## src/hdl/rsc_pkg.sv

```systemverilog
/*
 * Package for the reference switch and power-on control block.
 * Holds register offsets, reset values, field positions and timing counts.
 * Assumes a 50 MHz system clock.
 */
package rsc_pkg;

    localparam int unsigned CLK_HZ = 50000000;
    localparam int unsigned SYNC_STAGES = 2;

    // Register byte addresses.
    localparam logic [7:0] ADDR_CTRL = 8'h00;
    localparam logic [7:0] ADDR_STATUS = 8'h04;
    localparam logic [7:0] ADDR_STRAP = 8'h08;
    localparam logic [7:0] ADDR_SWCOUNT = 8'h0C;

    // Control register fields.
    localparam int CTRL_SOFT_RST_BIT = 0;
    localparam logic [31:0] CTRL_RESET = 32'h0000_0000;

    // Status register fields.
    localparam int ST_ACTIVE_BIT = 0;
    localparam int ST_BUSY_BIT = 1;
    localparam int ST_LOCK_BIT = 2;
    localparam int ST_OUTEN_BIT = 3;
    localparam int ST_STALL_BIT = 4;
    localparam int ST_LOSTA_BIT = 5;
    localparam int ST_LOSTB_BIT = 6;
    localparam int ST_LOSTM_BIT = 7;
    localparam int ST_STATE_LSB = 8;

    // Strap register fields.
    localparam int STRAP_MODE_BIT = 0;
    localparam int STRAP_MON_LSB = 4;

    // Strap widths and monitor configuration count.
    localparam int MON_STRAP_W = 3;
    localparam int MON_FREQ_COUNT = 5;

    // Loss detection: an input is lost below about 125 kHz, after no edge for four 1 MHz periods.
    localparam int unsigned LOST_FREQ_HZ = 1000000;
    localparam int unsigned LOST_WINDOW_CYC = CLK_HZ / LOST_FREQ_HZ;

    // Bus response codes.
    localparam logic [1:0] RESP_OKAY = 2'h0;
    localparam logic [1:0] RESP_SLVERR = 2'h2;

    typedef enum logic [3:0] {
        ST_POR,
        ST_SUPPLY,
        ST_REGUL,
        ST_SCAN,
        ST_RXCFG,
        ST_WAITREF,
        ST_CAL,
        ST_WAITLOCK,
        ST_RUN
    } rsc_pwr_t;

    typedef enum logic [1:0] {
        SW_IDLE,
        SW_WAIT,
        SW_STALL
    } rsc_sw_t;

    function automatic logic [31:0] rsc_sel_bit(input logic v, input int pos);
        logic [31:0] w;
        w = 32'h0000_0000;
        w[pos] = v;
        return w;
    endfunction

endpackage

```

## src/hdl/rsc_ctrl.sv

```systemverilog
/*
 * Reference switch and power-on control with an AXI4-Lite register slave.
 * Assumes pins from outside are asynchronous and synchronised here; the analog
 * supply, regulator, calibration and lock indications arrive as pins.
 */
`timescale 1ns/1ps
`default_nettype none
module rsc_ctrl
    import rsc_pkg::*;
#(
    parameter int MODE_W = 1
) (
    input wire logic sys_clk,
    input wire logic rst_n,
    input wire logic supplyOk,
    input wire logic regulatorOk,
    input wire logic inputModeStrap,
    input wire logic [MON_STRAP_W-1:0] monitorClockStrap,
    input wire logic clockInputA,
    input wire logic clockInputB,
    input wire logic monitorClockIn,
    input wire logic sourceSelect,
    input wire logic calDone,
    input wire logic pllLocked,
    output logic regulatorEn,
    output logic rxDiffMode,
    output logic monDiffMode,
    output logic [2:0] monFreqSel,
    output logic pllRefSel,
    output logic refOutEn,
    output logic calStart,
    output logic lockDetect,
    output logic outputDivEn,
    output logic activeInputFlag,
    output logic switchoverBusy,
    input wire logic [7:0] s_axi_awaddr,
    input wire logic s_axi_awvalid,
    output logic s_axi_awready,
    input wire logic [31:0] s_axi_wdata,
    input wire logic [3:0] s_axi_wstrb,
    input wire logic s_axi_wvalid,
    output logic s_axi_wready,
    output logic [1:0] s_axi_bresp,
    output logic s_axi_bvalid,
    input wire logic s_axi_bready,
    input wire logic [7:0] s_axi_araddr,
    input wire logic s_axi_arvalid,
    output logic s_axi_arready,
    output logic [31:0] s_axi_rdata,
    output logic [1:0] s_axi_rresp,
    output logic s_axi_rvalid,
    input wire logic s_axi_rready
);
    initial begin
        if (MODE_W != 1) $error("rsc_ctrl: only one mode bit is supported");
    end

    // Two-flop synchronisers for every pin input.
    localparam int NS = 10 + MON_STRAP_W;
    logic [NS-1:0] syncA_r, syncB_r;
    logic [NS-1:0] pinsIn;
    assign pinsIn = {monitorClockStrap, pllLocked, calDone, sourceSelect, monitorClockIn,
        clockInputB, clockInputA, inputModeStrap, regulatorOk, supplyOk, 1'b0};
    always_ff @(posedge sys_clk or negedge rst_n) begin
        if (!rst_n) begin
            syncA_r <= '0;
            syncB_r <= '0;
        end else begin
            syncA_r <= pinsIn;
            syncB_r <= syncA_r;
        end
    end
    logic supS, regS, modeS, clkAS, clkBS, monS, selS, calS, lockS;
    logic [MON_STRAP_W-1:0] monStrapS;
    assign {monStrapS, lockS, calS, selS, monS, clkBS, clkAS, modeS, regS, supS} =
        syncB_r[NS-1:1];

    logic lostA, lostB, lostM;
    rsc_loss_det uLostA (.sys_clk(sys_clk), .rst_n(rst_n), .clkSync(clkAS), .lost(lostA));
    rsc_loss_det uLostB (.sys_clk(sys_clk), .rst_n(rst_n), .clkSync(clkBS), .lost(lostB));
    rsc_loss_det uLostM (.sys_clk(sys_clk), .rst_n(rst_n), .clkSync(monS), .lost(lostM));

    // Software reset returns the sequencer to ST_POR and the switch logic to SW_IDLE, but keeps the active input until the strap scan.
    logic softRst_r, softRst_nxt;

    // Power-on sequencer.
    rsc_pwr_t pwr_r, pwr_nxt;
    logic mode_r, mode_nxt;
    logic [MON_STRAP_W-1:0] monCfg_r, monCfg_nxt;
    logic active_r, active_nxt;
    logic busy_r, busy_nxt;
    rsc_sw_t sw_r, sw_nxt;
    logic req_r, req_nxt;
    logic refLost;
    assign refLost = active_r ? lostB : lostA;

    always_comb begin
        pwr_nxt = pwr_r;
        mode_nxt = mode_r;
        monCfg_nxt = monCfg_r;
        unique case (pwr_r)
            ST_POR: pwr_nxt = ST_SUPPLY;
            ST_SUPPLY: if (supS) begin
                pwr_nxt = ST_REGUL;
            end
            ST_REGUL: if (regS) begin
                pwr_nxt = ST_SCAN;
            end
            ST_SCAN: begin
                mode_nxt = modeS;
                monCfg_nxt = monStrapS;
                pwr_nxt = ST_RXCFG;
            end
            ST_RXCFG: pwr_nxt = ST_WAITREF;
            ST_WAITREF: if (!refLost) begin
                pwr_nxt = ST_CAL;
            end
            ST_CAL: if (calS) begin
                pwr_nxt = ST_WAITLOCK;
            end
            ST_WAITLOCK: if (lockS) begin
                pwr_nxt = ST_RUN;
            end
            ST_RUN: if (!lockS) begin
                pwr_nxt = ST_WAITLOCK;
            end
            default: pwr_nxt = ST_POR;
        endcase
        if (softRst_r) begin
            pwr_nxt = ST_POR;
        end
    end

    always_ff @(posedge sys_clk or negedge rst_n) begin
        if (!rst_n) begin
            pwr_r <= ST_POR;
            mode_r <= 1'b0;
            monCfg_r <= '0;
        end else begin
            pwr_r <= pwr_nxt;
            mode_r <= mode_nxt;
            monCfg_r <= monCfg_nxt;
        end
    end

    logic running, seeded_r, seeded_nxt;
    assign running = (pwr_r == ST_RUN);

    // Switchover state machine.
    always_comb begin
        sw_nxt = sw_r;
        active_nxt = active_r;
        busy_nxt = busy_r;
        req_nxt = req_r;
        seeded_nxt = seeded_r;
        if (!seeded_r && pwr_r == ST_SCAN) begin
            active_nxt = selS;
            seeded_nxt = 1'b1;
        end else if (seeded_r) begin
            unique case (sw_r)
                SW_IDLE: if (selS != active_r) begin
                    req_nxt = selS;
                    busy_nxt = 1'b1;
                    sw_nxt = SW_WAIT;
                end
                SW_WAIT: begin
                    if (lostA || lostB) begin
                        sw_nxt = SW_STALL;
                    end else if (running) begin
                        active_nxt = req_r;
                        busy_nxt = 1'b0;
                        sw_nxt = SW_IDLE;
                    end
                end
                SW_STALL: if (!lostA && !lostB) begin
                    sw_nxt = SW_WAIT;
                end
                default: sw_nxt = SW_IDLE;
            endcase
        end
        if (softRst_r) begin
            sw_nxt = SW_IDLE;
            busy_nxt = 1'b0;
            seeded_nxt = 1'b0;
        end
    end

    always_ff @(posedge sys_clk or negedge rst_n) begin
        if (!rst_n) begin
            sw_r <= SW_IDLE;
            active_r <= 1'b0;
            busy_r <= 1'b0;
            req_r <= 1'b0;
            seeded_r <= 1'b0;
        end else begin
            sw_r <= sw_nxt;
            active_r <= active_nxt;
            busy_r <= busy_nxt;
            req_r <= req_nxt;
            seeded_r <= seeded_nxt;
        end
    end

    // Outputs driven from registers.
    logic [11:0] outs_r, outs_nxt;
    always_comb begin
        outs_nxt[0] = (pwr_r != ST_POR && pwr_r != ST_SUPPLY);
        outs_nxt[1] = mode_r;
        outs_nxt[2] = (monCfg_r >= 3'(MON_FREQ_COUNT));
        outs_nxt[5:3] = (monCfg_r >= 3'(MON_FREQ_COUNT)) ?
            monCfg_r - 3'(MON_FREQ_COUNT) : monCfg_r;
        outs_nxt[6] = active_r;
        outs_nxt[7] = (pwr_r == ST_CAL || pwr_r == ST_WAITLOCK || running);
        outs_nxt[8] = (pwr_r == ST_CAL);
        outs_nxt[9] = running;
        outs_nxt[10] = running && lockS;
        outs_nxt[11] = busy_r;
    end
    always_ff @(posedge sys_clk or negedge rst_n) begin
        if (!rst_n) begin
            outs_r <= '0;
        end else begin
            outs_r <= outs_nxt;
        end
    end
    assign regulatorEn = outs_r[0];
    assign rxDiffMode = outs_r[1];
    assign monDiffMode = outs_r[2];
    assign monFreqSel = outs_r[5:3];
    assign pllRefSel = outs_r[6];
    assign refOutEn = outs_r[7];
    assign calStart = outs_r[8];
    assign lockDetect = outs_r[9];
    assign outputDivEn = outs_r[10];
    assign activeInputFlag = active_r;
    assign switchoverBusy = busy_r;

    // AXI4-Lite slave.
    logic awHeld_r, awHeld_nxt, wHeld_r, wHeld_nxt, bv_r, bv_nxt;
    logic [7:0] awa_r, awa_nxt;
    logic [31:0] wd_r, wd_nxt;
    logic [3:0] ws_r, ws_nxt;
    logic [1:0] br_r, br_nxt;
    logic rv_r, rv_nxt;
    logic [31:0] rd_r, rd_nxt;
    logic [1:0] rr_r, rr_nxt;
    logic [31:0] swCount_r, swCount_nxt;
    logic [31:0] statusWord;
    assign statusWord = rsc_sel_bit(active_r, ST_ACTIVE_BIT) | rsc_sel_bit(busy_r, ST_BUSY_BIT)
        | rsc_sel_bit(lockDetect, ST_LOCK_BIT) | rsc_sel_bit(outputDivEn, ST_OUTEN_BIT)
        | rsc_sel_bit(sw_r == SW_STALL, ST_STALL_BIT) | rsc_sel_bit(lostA, ST_LOSTA_BIT)
        | rsc_sel_bit(lostB, ST_LOSTB_BIT) | rsc_sel_bit(lostM, ST_LOSTM_BIT)
        | (32'(pwr_r) << ST_STATE_LSB);

    assign s_axi_awready = !awHeld_r && !bv_r;
    assign s_axi_wready = !wHeld_r && !bv_r;
    assign s_axi_arready = !rv_r;
    assign s_axi_bvalid = bv_r;
    assign s_axi_bresp = br_r;
    assign s_axi_rvalid = rv_r;
    assign s_axi_rdata = rd_r;
    assign s_axi_rresp = rr_r;

    always_comb begin
        awHeld_nxt = awHeld_r;
        wHeld_nxt = wHeld_r;
        awa_nxt = awa_r;
        wd_nxt = wd_r;
        ws_nxt = ws_r;
        bv_nxt = bv_r;
        br_nxt = br_r;
        rv_nxt = rv_r;
        rd_nxt = rd_r;
        rr_nxt = rr_r;
        softRst_nxt = 1'b0;
        swCount_nxt = swCount_r;
        if (busy_r && !busy_nxt && !softRst_r) begin
            swCount_nxt = swCount_r + 32'h0000_0001;
        end
        if (s_axi_awvalid && s_axi_awready) begin
            awHeld_nxt = 1'b1;
            awa_nxt = s_axi_awaddr;
        end
        if (s_axi_wvalid && s_axi_wready) begin
            wHeld_nxt = 1'b1;
            wd_nxt = s_axi_wdata;
            ws_nxt = s_axi_wstrb;
        end
        if (awHeld_r && wHeld_r) begin
            awHeld_nxt = 1'b0;
            wHeld_nxt = 1'b0;
            bv_nxt = 1'b1;
            br_nxt = RESP_OKAY;
            if (awa_r == ADDR_CTRL) begin
                softRst_nxt = ws_r[0] && wd_r[CTRL_SOFT_RST_BIT];
            end else if (awa_r != ADDR_STATUS && awa_r != ADDR_STRAP
                    && awa_r != ADDR_SWCOUNT) begin
                br_nxt = RESP_SLVERR;
            end
        end
        if (bv_r && s_axi_bready) begin
            bv_nxt = 1'b0;
        end
        if (s_axi_arvalid && s_axi_arready) begin
            rv_nxt = 1'b1;
            rr_nxt = RESP_OKAY;
            unique case (s_axi_araddr)
                ADDR_CTRL: rd_nxt = CTRL_RESET;
                ADDR_STATUS: rd_nxt = statusWord;
                ADDR_STRAP: rd_nxt = rsc_sel_bit(mode_r, STRAP_MODE_BIT)
                    | (32'(monCfg_r) << STRAP_MON_LSB);
                ADDR_SWCOUNT: rd_nxt = swCount_r;
                default: begin
                    rd_nxt = 32'h0000_0000;
                    rr_nxt = RESP_SLVERR;
                end
            endcase
        end else if (rv_r && s_axi_rready) begin
            rv_nxt = 1'b0;
        end
    end

    always_ff @(posedge sys_clk or negedge rst_n) begin
        if (!rst_n) begin
            awHeld_r <= 1'b0;
            wHeld_r <= 1'b0;
            awa_r <= 8'h00;
            wd_r <= 32'h0000_0000;
            ws_r <= 4'h0;
            bv_r <= 1'b0;
            br_r <= RESP_OKAY;
            rv_r <= 1'b0;
            rd_r <= 32'h0000_0000;
            rr_r <= RESP_OKAY;
            softRst_r <= 1'b0;
            swCount_r <= 32'h0000_0000;
        end else begin
            awHeld_r <= awHeld_nxt;
            wHeld_r <= wHeld_nxt;
            awa_r <= awa_nxt;
            wd_r <= wd_nxt;
            ws_r <= ws_nxt;
            bv_r <= bv_nxt;
            br_r <= br_nxt;
            rv_r <= rv_nxt;
            rd_r <= rd_nxt;
            rr_r <= rr_nxt;
            softRst_r <= softRst_nxt;
            swCount_r <= swCount_nxt;
        end
    end
endmodule
`default_nettype wire

```

## src/hdl/rsc_loss_det.sv

```systemverilog
/*
 * Loss-of-clock detector for one input clock sampled on sys_clk.
 * Assumes the clock input is already synchronised to sys_clk.
 */
`timescale 1ns/1ps
`default_nettype none
module rsc_loss_det
    import rsc_pkg::*;
#(
    parameter int unsigned WINDOW = LOST_WINDOW_CYC * 4
) (
    input wire logic sys_clk,
    input wire logic rst_n,
    input wire logic clkSync,
    output logic lost
);
    initial begin
        if (WINDOW < 2 || WINDOW > 65536) $error("rsc_loss_det: window out of range");
    end

    logic prev_r, prev_nxt;
    logic [15:0] cnt_r, cnt_nxt;
    logic lost_r, lost_nxt;

    // A window without any edge of the input means the input is lost.
    always_comb begin
        prev_nxt = clkSync;
        cnt_nxt = cnt_r;
        lost_nxt = lost_r;
        if (clkSync != prev_r) begin
            cnt_nxt = 16'h0000;
            lost_nxt = 1'b0;
        end else if (cnt_r >= 16'(WINDOW - 1)) begin
            lost_nxt = 1'b1;
        end else begin
            cnt_nxt = cnt_r + 16'h0001;
        end
    end

    always_ff @(posedge sys_clk or negedge rst_n) begin
        if (!rst_n) begin
            prev_r <= 1'b0;
            cnt_r <= 16'h0000;
            lost_r <= 1'b1;
        end else begin
            prev_r <= prev_nxt;
            cnt_r <= cnt_nxt;
            lost_r <= lost_nxt;
        end
    end

    assign lost = lost_r;
endmodule
`default_nettype wire

```

## config.mk

```make
export PLATFORM = sky130hd
export DESIGN_NAME = rsc_ctrl
export DESIGN_NICKNAME = d
export VERILOG_FILES = /design/src/hdl/rsc_pkg.sv /design/src/hdl/rsc_ctrl.sv /design/src/hdl/rsc_loss_det.sv
export SDC_FILE = /design/constraint.sdc
export NUM_CORES = 1
export LEC_CHECK = 0
export ABC_CLOCK_PERIOD_IN_PS = 1800
export BUFFER_PORTS_ARGS = -buffer_cell sky130_fd_sc_hd__buf_2
export CORE_MARGIN = 2
export CORE_UTILIZATION = 30
export DETAILED_ROUTE_END_ITERATION = 12
export GPL_ROUTABILITY_DRIVEN = 0
export HOLD_SLACK_MARGIN = 0.05
export SYNTH_ARGS = -nofsm -noshare
export SYNTH_HDL_FRONTEND = slang
export SYNTH_HIERARCHICAL = 1
export SYNTH_SLANG_ARGS = --single-unit
```

## constraint.sdc

```tcl
create_clock -name sys_clk -period 1.8 [get_ports sys_clk]
set_input_delay 0.09 -clock sys_clk [delete_from_list [all_inputs] [get_ports sys_clk]]
set_output_delay 0.09 -clock sys_clk [all_outputs]
set_load 0.1 [all_outputs]
```

======== After elaboration in Yosys (flattened, before gate mapping) ========
Index checks and enable logic that the tools add are counted.
storage, ports and cells
  bits in registers ....................... 186
  bits of input ports ..................... 71
  output and inout port bits .............. 54
  word-level logic and storage cells ...... 195
cells by class
  $add $sub $neg .......................... 5
  magnitude comparators ................... 4
  eq/ne operators ......................... 35
  muxes and demuxes ....................... 58
  bitwise operators ....................... 10
  reduce and logical (&&, ||, !) cells .... 51
operators by type and width
  cell                                                                 number
  2-to-1 mux 16 bit                                                    6
  one-hot mux 32 bit (3 select lines)                                  1
  adder 16 x 1 -> 16 bit (second input constant)                       3
  greater-or-equal comparator 16 x 8 -> 1 bit (second input constant)  3
  one-hot mux 4 bit (9 select lines)                                   1
  adder 32 x 1 -> 32 bit (second input constant)                       1
  2-to-1 mux 1 bit                                                     30
  2-to-1 mux 4 bit                                                     7
  != test 3 bit (second input constant)                                8
  nonzero test 2 bit                                                   12
  2-to-1 mux 2 bit                                                     10
  logical AND 1 bit                                                    17
  == test 4 x 3 -> 1 bit (second input constant)                       4
  == test 8 x 4 -> 1 bit (second input constant)                       2
  zero test 8 bit                                                      2
  != test 8 x 4 -> 1 bit (second input constant)                       2
  bitwise OR 8 x 12 -> 12 bit                                          1
  zero test 1 bit                                                      9
  == test 4 x 2 -> 1 bit (second input constant)                       2
  == test 8 x 3 -> 1 bit (second input constant)                       1
  != test 8 x 3 -> 1 bit (second input constant)                       1
  bitwise OR 7 x 8 -> 8 bit                                            1
  AND reduction 4 bit                                                  2
  bitwise OR 1 x 7 -> 7 bit                                            1
  28 further kinds                                                     36

======== Logic depth before layout (Yosys ltp) ========
Gate-level depths: netlist of run 1.
  word-level depth ........................ 10
  gate-level depth with buffers ........... 6
  depth with buffers taken out ............ 5

======== Modules after synthesis ========
The synthesis of run 1 kept the hierarchy.
modules (own cells, without submodules)
  module        instances  cells each  area an instance (µm²)  seq. area each (µm²)
  rsc_ctrl      1          431         5,310.1                 3,253.1
  rsc_loss_det  3          68          745.7                   451.7

======== Worst setup path after synthesis of run 1 ========
No wires, ideal clock.
  path kind ............................... flip-flop to flip-flop
  from .................................... register bv_r, in the netlist s_axi_bvalid
  to ...................................... register awa_r[0]
  library setup time ...................... 0.125 ns
  arrival ................................. 3.121 ns
  required time ........................... 1.675 ns
  path slack .............................. -1.446 ns
  stages on the path, launching flop included .. 5
  buffers on the path ..................... 1
  clock period less this slack ............ 3.246 ns
  cells stage by stage .................... dfrtp_1 > nor2_1 > and2_1 > clkbuf_1 > mux2_2
between the ends
  word-level cells in the longest chain between the ends .. 3
RTL lines
  element                 RTL line         source
  start, declared         rsc_ctrl.sv:239  logic awHeld_r, awHeld_nxt, wHeld_r, wHeld_nxt, bv_r, bv_nxt;
  start signal, assigned  rsc_ctrl.sv:343  bv_r <= bv_nxt;
  zero test 1 bit         rsc_ctrl.sv:255  assign s_axi_awready = !awHeld_r && !bv_r;
  logical AND 1 bit       rsc_ctrl.sv:255
  via s_axi_awready       rsc_ctrl.sv:38   output logic s_axi_awready,
  logical AND 1 bit       rsc_ctrl.sv:280  if (s_axi_awvalid && s_axi_awready) begin
  end signal, assigned    rsc_ctrl.sv:340  awa_r <= awa_nxt;
  end, declared           rsc_ctrl.sv:240  logic [7:0] awa_r, awa_nxt;
The timed path passes the listed nets, and every way through them passes these cells.
A chain may end at the register's enable or synchronous reset.

======== Worst setup path in the final report of run 1 ========
  from .................................... register pwr_r[2]
  to ...................................... register swCount_r[29]
between the ends
  word-level cells in the longest chain between the ends .. 10
  elaborated cells between the ends (all ways) .. 12
  classes of those cells .................. eq/ne: 2; mux: 6; reduce/logical: 4
RTL lines
  element                             RTL line         source
  start, declared                     rsc_ctrl.sv:87   rsc_pwr_t pwr_r, pwr_nxt;
  start signal, assigned              rsc_ctrl.sv:140  pwr_r <= pwr_nxt;
  == test 4 bit                       rsc_ctrl.sv:147  assign running = (pwr_r == ST_RUN);
  via outs_nxt[9]                     rsc_ctrl.sv:205  logic [11:0] outs_r, outs_nxt;
  2-to-1 mux 1 bit                    rsc_ctrl.sv:169  end else if (running) begin
  2-to-1 mux 1 bit                    rsc_ctrl.sv:167  if (lostA || lostB) begin
  one-hot mux 1 bit (2 select lines)  rsc_ctrl.sv:160  unique case (sw_r)
  2-to-1 mux 1 bit                    rsc_ctrl.sv:159  end else if (seeded_r) begin
  2-to-1 mux 1 bit                    rsc_ctrl.sv:156  if (!seeded_r && pwr_r == ST_SCAN) begin
  2-to-1 mux 1 bit                    rsc_ctrl.sv:181  if (softRst_r) begin
  zero test 1 bit                     rsc_ctrl.sv:277  if (busy_r && !busy_nxt && !softRst_r) begin
  logical AND 1 bit (2 in series)     rsc_ctrl.sv:277
  end signal, assigned                rsc_ctrl.sv:349  swCount_r <= swCount_nxt;
  end, declared                       rsc_ctrl.sv:247  logic [31:0] swCount_r, swCount_nxt;
The timed path passes the listed nets, and every way through them passes these cells.

==> results of run 1 <==
cell families after synthesis:
family / after synthesis
simple gates: 226
flops: 184
compound gates: 104
buf+inv: 43
xor+xnor: 41
mux: 30
fa+ha+maj: 6
other cells: 1
cell usage in the layout (no fill, tap or decap), drive strengths merged, types with 3 or more instances in the layout:
| cell | synthesis | routed |
|---|---|---|
| xor2 | 29 | 29 |
| o21a | 5 | 5 |
| a22o | 21 | 21 |
| nand3 | 26 | 26 |
| dfrtp | 181 | 181 |
| or4 | 3 | 3 |
| o21ai | 36 | 36 |
| nor3 | 24 | 24 |
| and4 | 5 | 5 |
| and3 | 7 | 7 |
| buf | 6 | 158 |
| ha | 6 | 6 |
| a21oi | 21 | 21 |
| dfstp | 3 | 3 |
| nor3b | 3 | 3 |
| xnor2 | 12 | 12 |
| nand2 | 49 | 49 |
| a2111oi | 3 | 3 |
| clkbuf | 18 | 19 |
| a22oi | 5 | 5 |
| mux2 | 17 | 17 |
| mux2i | 13 | 13 |
| and2 | 27 | 27 |
| nor2 | 28 | 28 |
| nand4 | 10 | 11 |
| or3 | 14 | 14 |
| o31ai | 6 | 6 |
| nor4 | 20 | 20 |
| dlygate4sd3 | 0 | 29 |
| inv | 18 | 27 |
| o211ai | 3 | 3 |
| nand2b | 3 | 3 |
layer usage:
layer | track usage, % | part of all wire (%) | vias to the layer above
met5 | 0 | 0 | -
met4 | 4.344 | 1.8 | 0
met3 | 3.081 | 3.6 | 21
met2 | 20.93 | 49 | 97
met1 | 17.19 | 45 | 2684
li1 | - | - | 2623
synth_stat cells, types with 2 or more instances:
master     count  area share [%]
o21ai_0       36             2.4
a22oi_1        5            0.50
nand4_2        2            0.33
or4_1          3            0.30
a2111oi_2      3            0.60
nor3_1        24             1.6
inv_1         18            0.90
xnor2_1       12             1.4
nand2_1       49             2.4
nor4_1        13             1.1
nand4_4        2            0.56
and3b_1        2            0.23
or3_1         14             1.2
o211ai_1       3            0.30
and3_1         7            0.58
dfstp_2        3             1.0
a21oi_1       21             1.4
mux2_2        17             2.5
and2_1        27             2.2
and4_1         5            0.58
o31ai_1        6            0.60
ha_1           6            0.99
xor2_1        29             3.4
nor2b_1        2            0.17
nor3b_1        3            0.30
nor4_2         6            0.99
buf_2          2            0.13
mux2i_1       13             1.7
nor2_1        28             1.4
nand3_1       25             1.7
nand4_1        6            0.50
a22o_1        21             2.4
dfrtp_1      181              60
clkbuf_1      18            0.90
buf_4          2            0.20
o21a_1         5            0.50
nand2b_1       3            0.25
registers in the layout, indices dropped and copies added, names as in the netlist, 2 cells and up:
name and count:
s_axi_rdata 32, swCount_r 32, uLostA/cnt_r 16, uLostB/cnt_r 16
uLostM/cnt_r 16, syncA_r 12, syncB_r 12, outs_r 11
awa_r 8, pwr_r 4, monCfg_r 3, sw_r 2
power groups by stage:
stage | Combinational [mW] | Clock (mW) | Sequential, mW
3_3_place_gp | 2.89 | 0 | 5.02
4_1_cts | 3.01 | 3.90 | 4.96
2_1_floorplan | 1.30 | 0 | 5.94
3_5_place_dp | 2.91 | 0 | 5.03
6_report | 3.05 | 3.78 | 4.97
5_1_grt | 3.25 | 4.08 | 5.03
area by class of cell:
class                   instances  area [um^2]  share of cell area (%)
inverters                      19        87.58                  0.8569
well taps                     330        412.9                   4.040
flip-flops and latches        184         4621                   45.21
clock buffers                  19        452.9                   4.431
repair buffers                187         1344                   13.15
multi-input cells             410         3157                   30.88
clock inverters                13        146.4                   1.432
worst reg2reg max path, delay by kind of cell, from the launching register on:
family	cells	cell delay [ns]
XOR/XNOR	1	0.19
flip-flops	1	0.39
buffers and inverters	2	0.30
AND/OR/NAND/NOR	3	0.97
timing repair:
action                                  in CTS  in global routing
endpoints found under the setup margin      26                 40
cloned                                       0                  1
pin swaps                                   16                 36
gates resized for setup                     11                 60
endpoints found under the hold margin      210                  0
setup buffers                                4                 11
hold buffers                                29                  0
how the worst max path moves through the flow:
stage / start / end / slack, ns
CTS: pwr_r[0] / swCount_r[30] / -0.06
floorplan: s_axi_bvalid / awa_r[0] / -0.18
global route: pwr_r[2] / swCount_r[29] / -0.17
finish: pwr_r[2] / swCount_r[29] / -0.12
global placement: uLostA/cnt_r[1] / uLostA/cnt_r[5] / -0.08
detailed placement: uLostA/cnt_r[1] / uLostA/cnt_r[5] / -0.14
==> reports/qor.yml, run 1 <==
run_status:
  status: "finished, violations left"
  violations: "setup timing"
power_and_ir_drop:
  power.density_nw_per_um2: 1154
  swShare_pct: 35.68
  vdd_ir_drop_max_v: 0.001686
  switchingPower_mw: 4.208
  p_leak_nw: 4.983
  p_comb_share_pct: 25.8
  power_frac_clock_pct: 32.1
  finalPower_mw: 11.79
  p_int_mw: 7.586
  power_frac_seq_pct: 42.1
critical_path:
  cp_num_cells: 6
  r2r_start: "pwr_r[2]"
  max_stage_delay_ns: 0.60
  worstSetupPathType: "flop to flop"
  slowest_stage: "or4b_4"
  reg2reg_setup_slack_ns: -0.12
  worstPathArrival_ns: 2.26
  start_kind: "flop"
  critPathMaxFanout: 8
  path_buf_inv: 2
  r2r_cells: 6
  cp_top_family: "simple AND/OR/NAND/NOR gates"
  regToRegEndpoint: "swCount_r[29]"
  crit_path_end_kind: "flop"
  required_ns: 2.14
  crit_chain: "or4b_4 -> clkinv_8 -> nand4_4 -> buf_4 -> nor4_4 -> xor2_1"
logic_synthesis:
  synth-compound-area-share_pct: 9.085
  ys_seq_area_share_pct: 61.06
  synthMuxAreaShare_pct: 4.261
  synth_xor_area_share_pct: 4.758
  ys.warnings.count: 6
  yosysUniqueCellTypes: 50
  async_flop_share_pct: 100.0
  synth_seq_cells: 184
  synth_area_um2: 7547
  synth_top_family_by_area: "simple AND/OR/NAND/NOR gates"
  synth_cells: 635
  synth_edf_count: 0
  synthAdderAreaFrac_pct: 0.9947
  synth_top_flop_cell: "dfrtp_1"
  synth-simple-area-share_pct: 17.26
  avgSynthCellArea_um2: 11.89
cells_and_area:
  n_antenna_cell: 0
  drive_above_1_share_pct: 32.81
  post-route-util_pct: 40.94
  fill_cells: 2409
  fin_nets: 896
  stdcell_count: 1162
  design_area_um2: 10220
  syn_to_final_growth_pct: 35.43
job:
  maxCapViolations: 0
sta:
  fin_crit_sh_pct: 106.4
  setup_viol: 9
  final_hold_viol_count: 0
  max_slew_margin_pct: 55.91
  fin_skew_ns: 0.01151
  holdWs_ns: 0.08960
  postLayoutSetupSlackWorst_ns: -0.1158
  rsz0062_at_grt: "yes"
  slew_violations: 0
  final.setup.tns_ns: -0.4750
  fmax_mhz: 522.0
  min_period_ns: 1.916
  worstMarginPinSlew_ns: 0.6591
worst_hold_path:
  whs_endpoint: "s_axi_rdata[4]"
  hold_start: "s_axi_araddr[0]"
  worstHoldPathCells: 4
  hp-class: "input pin to flop"
route:
  routed_wl_um: 16690
  wl_per_cell_um: 14.36
  vias: 5425
  drt_iter0_markers: 294
  vias_per_cell: 4.669
  drc: 0
  drtAntennaViolNets: 0
  drtPass1Iterations: 6
floorplan:
  initial_core_util_pct: 30.23
  fp.dieH_um: 162.6
  core_area_um2: 24960
  placementRows: 58
  die_area_um2: 26440
  fp.dieW_um: 162.6
  ios: 125
global_route:
  first_global_vias: 5401
  grt.total_usage_pct: 12.96
  overflow: 0
  grt_max_degree: 61
  antenna_found_initial: 0
  grt_pass1_wl_um: 27160
cts:
  cts_tree: "built"
  root_buffer: "clkbuf_16"
  cts_made_buffers: 17
  clk_latency_ns: 0.43
  cts_buffer_depth: 2
  cts_max_level: 4
  clk_pin_slew_ns: 0.07
  cts_sinks: 184
placement:
  pre_cts_ws_ns: -0.1398
  dpl.cell_count: 1085
  hpwl_um: 11110
  place_area_um2: 8812
  portBuffers: 88
Power figures use the tool's default switching activity.
==> run 2, diff against run 1 <==
ABC_AREA = 1   (was default)
==> run 2 against run 1 <==
The flow now finishes without violations. Clock power increased by 2%. Via count increased by 28%. Combinational power increased by 8.9%. Design area increased by 4.1%. Routed wire length increased by 16%. Largest cell class unchanged. Largest power group unchanged. Highest routed layer unchanged.
==> reports/qor.yml, run 2 <==
global_route:
  grt_pass1_wl_um: 32670  # +20%
  antenna_found_initial: 0  # unchanged
  overflow: 0  # unchanged
  grt.total_usage_pct: 13.43  # +0.47 points
  grt_max_degree: 53  # -13%
  first_global_vias: 6632  # +23%
cells_and_area:
  n_antenna_cell: 0  # unchanged
  final_cell_mix: "298 x nand2_1, 177 x dfrtp_1, 133 x nor2_1"
  fin_nets: 1251  # +40%
  syn_to_final_growth_pct: 23.84
  layout_commonest_cell: "nand2_1"
  post-route-util_pct: 38.00  # -2.9 points
  drive_above_1_share_pct: 18.70  # -14 points
sta:
  fin_skew_ns: 0.01597  # +0.004458 ns
  final_hold_viol_count: 0  # unchanged
  rsz0062_at_grt: "no"
  postLayoutSetupSlackWorst_ns: 0.1042  # +0.2200 ns
  max_slew_margin_pct: 63.33  # +7.4 points
  slew_violations: 0  # unchanged
  fin_crit_sh_pct: 94.21  # -12 points
  fmax_mhz: 589.7  # +13%
  worstMarginPinSlew_ns: 0.5538  # -0.1053 ns
  min_period_ns: 1.696  # -0.2200 ns
  setup_viol: 0  # -9
critical_path:
  start_kind: "flop"
  max_stage_delay_ns: 0.56  # -0.04 ns
  worstPathArrival_ns: 2.02  # -0.24 ns
  path_buf_inv: 1  # -1
  cp_top_family: "buffers and inverters"
  crit_path_end_kind: "flop"
  slowest_stage: "dlygate4sd3_1"
  worstSetupPathType: "flop to flop"
  crit_chain: "nor2_4 -> nand2_1 -> mux2_2 -> dlygate4sd3_1"
  required_ns: 2.12  # -0.02 ns
  critPathMaxFanout: 4  # -4
logic_synthesis:
  netlist.area_leader.share_pct: 52.69  # -7.3 points
  synth_top_flop_cell: "dfrtp_1"
  ys.warnings.count: 6  # unchanged
  synth_edf_count: 0  # unchanged
  synthTopCellsByCount: "300 x nand2_1, 181 x dfrtp_1, 137 x nor2_1"
  synth_seq_cells: 184  # unchanged
  ys_seq_area_share_pct: 53.61  # -7.4 points
  synth_area_um2: 8596  # +14%
  yosysUniqueCellTypes: 42  # -16%
  synth_cells: 1024  # +61%
  async_flop_share_pct: 100.0  # unchanged
  synth_largest_area_cell: "dfrtp_1"
  synth_area_leaders: "dfrtp_1 53%, nand2_1 13%, nor2_1 6.0%"
  avgSynthCellArea_um2: 8.394  # -29%
  yosysMostFrequentCell: "nand2_1"
route:
  drtPass1Iterations: 5  # -1
  drtAntennaViolNets: 0  # unchanged
  routed_wl_um: 19410  # +16%
  routedLengthMet1_um: 9228  # +22%
  vias_per_cell: 4.420  # -5.3%
  wl_met3_um: 758  # +26%
  wl_per_cell_um: 12.40  # -14%
  highest_layer: "met4"
  drt_iter0_markers: 424  # +44%
  drc: 0  # unchanged
  vias: 6917  # +28%
  met2_length_um: 9147  # +11%
cts:
  cts_made_buffers: 17  # unchanged
  clk_pin_slew_ns: 0.07  # about the same
  clk_latency_ns: 0.44  # about the same
  cts_tree: "built"
  root_buffer: "clkbuf_16"
  cts_max_level: 4  # unchanged
  cts_sinks: 184  # unchanged
  cts_buffer_depth: 2  # unchanged
placement:
  pre_cts_ws_ns: 0.06353  # +0.2033 ns
  portBuffers: 88  # unchanged
  hpwl_um: 14170  # +28%
floorplan:
  die_area_um2: 30020  # +14%
  initial_core_util_pct: 30.69  # +0.45 points
  core_area_um2: 28010  # +12%
  fp.dieH_um: 173.3  # +6.6%
  fp.dieW_um: 173.3  # +6.6%
  placementRows: 61  # +5.2%
  ios: 125  # unchanged
power_and_ir_drop:
  vdd_ir_drop_max_v: 0.0008433  # -50%
  p_leak_nw: 5.182  # +4.0%
  power.density_nw_per_um2: 1145  # -0.74%
job:
  maxCapViolations: 0  # unchanged
worst_hold_path:
  hp-class: "input pin to async pin"
run_status:
  status: "complete, no violations"
-- run 2: cell count changes in the layout (fill, tap and decap cells not counted), moves of 27 or more --
cell | previous run | this run
and2_1 | 27 | 0
inv_1 | 17 | 109
nor2_1 | 25 | 133
buf_4 | 60 | 28
nand2_1 | 48 | 298
nand3_1 | 25 | 89
-- run 2: cell type report --
class                   instances  area (um^2)
clock buffers                  21        470.5
clock inverters                11        135.1
fillers                      2856        17370
inverters                     119        455.4
multi-input cells             703         3471
flip-flops and latches        184         4621
well taps                     378        473.0
repair buffers                149         1020
-- run 2: what timing repair did --
| action | in CTS | in global routing |
|---|---|---|
| hold endpoints to repair | 197 | 0 |
| gates resized for setup | 0 | 2 |
| buffers inserted | 0 | 0 |
| setup endpoints to repair | 0 | 4 |
| hold buffers | 30 | 0 |
-- run 2: path summary, 6_finish.rpt --
check | endpoint | cells after the start | from | slack [ns]
setup / recovery | wd_r[0] | 4 | s_axi_bvalid | 0.10
hold / removal | uLostM/cnt_r[3] | 2 | rst_n | 0.17
setup reg to reg | wd_r[0] | 4 | s_axi_bvalid | 0.10
hold reg to reg | syncB_r[12] | 0 | syncA_r[12] | 0.34
max in group asynchronous | switchoverBusy | 3 | rst_n | 1.03
min in group sys_clk | s_axi_rdata[0] | 4 | s_axi_arvalid | 0.17
-- run 2: kinds of logic (layout without fill, tap and decap cells) --
group / after synthesis / count (layout) / share of synthesized area (%)
xor gates and xnor gates: 23 / 23 / 2.736
and+or+nand+nor: 585 / 585 / 29.71
DFF: 184 / 184 / 53.61
other: 1 / 2 / 0.04363
AOI/OAI and AO/OA: 76 / 76 / 5.138
adders and majority gates: 6 / 6 / 0.8733
muxes: 11 / 11 / 1.427
buffers and inverters: 138 / 300 / 6.463
-- run 2: routing by layer --
layer  GRT usage [%]  vias to the layer above
met5               0                        -
met3           2.675                       21
li1                -                     3541
met4           4.449                        0
met1           17.91                     3218
met2           21.87                      137
-- run 2: power by group --
| group | total [mW] | internal [mW] | switching, mW |
|---|---|---|---|
| clock network | 3.85 | 2.18 | 1.67 |
| registers | 5.01 | 4.62 | 0.391 |
| logic | 3.32 | 0.839 | 2.49 |
-- run 2: per-stage QoR --
| stage | instances | instance area, um^2 | TNS, ns | total power [mW] | hold slack [ns] |
|---|---|---|---|---|---|
| 2_1_floorplan | 1025 | 8675 | -2.045 | 7.567 | -0.2056 |
| 3_3_place_gp | 1503 | 9734 | 0 | 8.317 | 0.08831 |
| 3_5_place_dp | 1503 | 9734 | 0 | 8.367 | 0.09594 |
| 4_1_cts | 1565 | 10640 | 0 | 12.34 | 0.1561 |
| 5_1_grt | 1565 | 10650 | 0 | 12.84 | 0.1966 |
| 6_report | 1565 | 10650 | 0 | 12.19 | 0.1733 |
==> run 3, diff against run 2 <==
==> constraint.sdc (replaced) <==
create_clock -name sys_clk -period 1.8 [get_ports sys_clk]
set_input_delay 0 -clock sys_clk [delete_from_list [all_inputs] [get_ports sys_clk]]
set_output_delay 0 -clock sys_clk [all_outputs]
set_load 0.1 [all_outputs]
==> run 3 against run 2 <==
Design area up 1.2%. Sequential power about the same. Sequential share of layout area down 0.51 points. Critical path type unchanged.
==> reports/qor.yml, run 3 (synthesis results as in run 2) <==
cells_and_area:
  fin_nets: 1257  # +0.48%
  n_antenna_cell: 0  # unchanged
  syn_to_final_growth_pct: 25.34
  fill_cells: 2817  # -1.4%
  drive_above_1_share_pct: 18.36  # -0.35 points
  stdcell_count: 1571  # +0.38%
  layout_commonest_cell: "nand2_1"
  final_cell_mix: "298 x nand2_1, 176 x dfrtp_1, 133 x nor2_1"
critical_path:
  r2r_cells: 4  # unchanged
  start_kind: "flop"
  critPathMaxFanout: 9  # +5
  worstPathArrival_ns: 2.05  # +0.03 ns
  worstSetupPathType: "flop to flop"
  required_ns: 2.12  # about the same
  crit_path_end_kind: "flop"
sta:
  worstMarginPinSlew_ns: 0.5758  # +0.02197 ns
  fin_skew_ns: 0.01194  # -0.004028 ns
  fmax_mhz: 577.9  # -2.0%
  rsz0062_at_grt: "yes"
  min_period_ns: 1.730  # +0.03451 ns
  max_slew_margin_pct: 61.32  # -2.0 points
  setup_viol: 0  # unchanged
  slew_violations: 0  # unchanged
  final_hold_viol_count: 0  # unchanged
  fin_crit_sh_pct: 96.13  # +1.9 points
run_status:
  status: "complete, no violations"
power_and_ir_drop:
  vdd_ir_drop_max_v: 0.0007312  # -13%
  power_frac_clock_pct: 32.5  # +0.9 points
  p_int_mw: 7.968  # +4.2%
  power_frac_seq_pct: 39.8  # -1.3 points
  power.density_nw_per_um2: 1172  # +2.3%
  swShare_pct: 36.91  # -0.40 points
  finalPower_mw: 12.63  # +3.6%
  p_comb_share_pct: 27.7  # +0.4 points
  switchingPower_mw: 4.661  # +2.5%
  p_leak_nw: 5.236  # +1.0%
placement:
  hpwl_um: 14040  # -0.85%
  dpl.cell_count: 1498  # -0.33%
  portBuffers: 88  # unchanged
cts:
  cts_made_buffers: 17  # unchanged
  cts_setup_buffers: 0  # unchanged
  cts_sinks: 184  # unchanged
  cts_buffer_depth: 2  # unchanged
  root_buffer: "clkbuf_16"
  cts_max_level: 4  # unchanged
  clk_latency_ns: 0.44  # about the same
  clk_pin_slew_ns: 0.08  # about the same
  cts_tree: "built"
global_route:
  grt.total_usage_pct: 13.57  # +0.14 points
  grt_max_degree: 49  # -7.5%
  first_global_vias: 6655  # +0.35%
  grt_pass1_wl_um: 33080  # +1.2%
  overflow: 0  # unchanged
  antenna_found_initial: 0  # unchanged
floorplan:
  die_area_um2: 30020  # unchanged
  fp.dieH_um: 173.3  # unchanged
  core_area_um2: 28010  # unchanged
  fp.dieW_um: 173.3  # unchanged
  ios: 125  # unchanged
  initial_core_util_pct: 30.69  # unchanged
  placementRows: 61  # unchanged
worst_hold_path:
  hp-class: "input pin to async pin"
route:
  drtPass1Iterations: 5  # unchanged
  vias: 6998  # +1.2%
  wl_per_cell_um: 12.50  # +0.77%
  vias_per_cell: 4.454  # +0.78%
  drc: 0  # unchanged
  drt_iter0_markers: 560  # +32%
  routed_wl_um: 19630  # +1.2%
  drtAntennaViolNets: 0  # unchanged
job:
  maxCapViolations: 0  # unchanged
-- run 3: path summary, 6_finish.rpt --
kind / start / to / slack [ns]
setup reg to reg: s_axi_bvalid / awa_r[1] / 0.07
setup / recovery: s_axi_bvalid / awa_r[1] / 0.07
min in group sys_clk: s_axi_araddr[3] / s_axi_rdata[2] / 0.10
hold reg to reg: syncA_r[4] / syncB_r[4] / 0.35
hold / removal: rst_n / uLostM/cnt_r[4] / 0.07
max in group asynchronous: rst_n / sw_r[0] / 1.07
-- run 3: critical path, stage by stage (launching register included) --
cell and delay [ns]:
dfrtp_4 0.52, nor2_4 0.13, nand2_4 0.12, mux2_2 0.29, dlygate4sd3_1 0.56
-- run 3: cell type report --
type | count | area (um^2) | area share, %
sequential | 184 | 4622 | 42.90
multi-input combinational | 703 | 3477 | 32.27
timing repair buffer | 155 | 1107 | 10.28
tap | 378 | 473.0 | 4.390
inverter | 119 | 455.4 | 4.227
clock buffer | 17 | 425.4 | 3.948
clock inverter | 15 | 214.0 | 1.986
-- run 3: power groups by stage --
stage	sequential (mW)	combinational (mW)	clock (mW)
2_1_floorplan	6.01	1.56	0
3_3_place_gp	5.08	3.22	0
3_5_place_dp	5.10	3.25	0
4_1_cts	5.03	3.50	4.19
5_1_grt	5.10	3.79	4.36
6_report	5.03	3.50	4.10
-- run 3: per-layer routing --
| metal | wire [um] | global-route usage (%) |
|---|---|---|
| met5 | 0 | 0 |
| met4 | 261 | 4.096 |
| met3 | 794 | 2.785 |
| met2 | 9269 | 21.72 |
| met1 | 9308 | 18.54 |
-- run 3: repair_timing --
action | 4_1_cts | 5_1_grt
hold buffers | 42 | 0
endpoints found under the hold margin | 216 | 0
resized for setup | 0 | 5
endpoints found under the setup margin | 0 | 8
-- run 3: per-stage QoR --
step                hold slack (ns)  util (%)  setup slack (ns)  area (um^2)  setup TNS, ns
floorplan                   -0.2956         -          -0.07507         8675         -2.045
global placement           -0.02203     34.66           0.07489         9709              0
detailed placement         -0.02617     34.66           0.07432         9709              0
CTS                         0.07041     38.45           0.06358        10770              0
global route                 0.1012     38.46         -0.007516        10770      -0.007516
finish                      0.06885     38.46           0.06964        10770              0
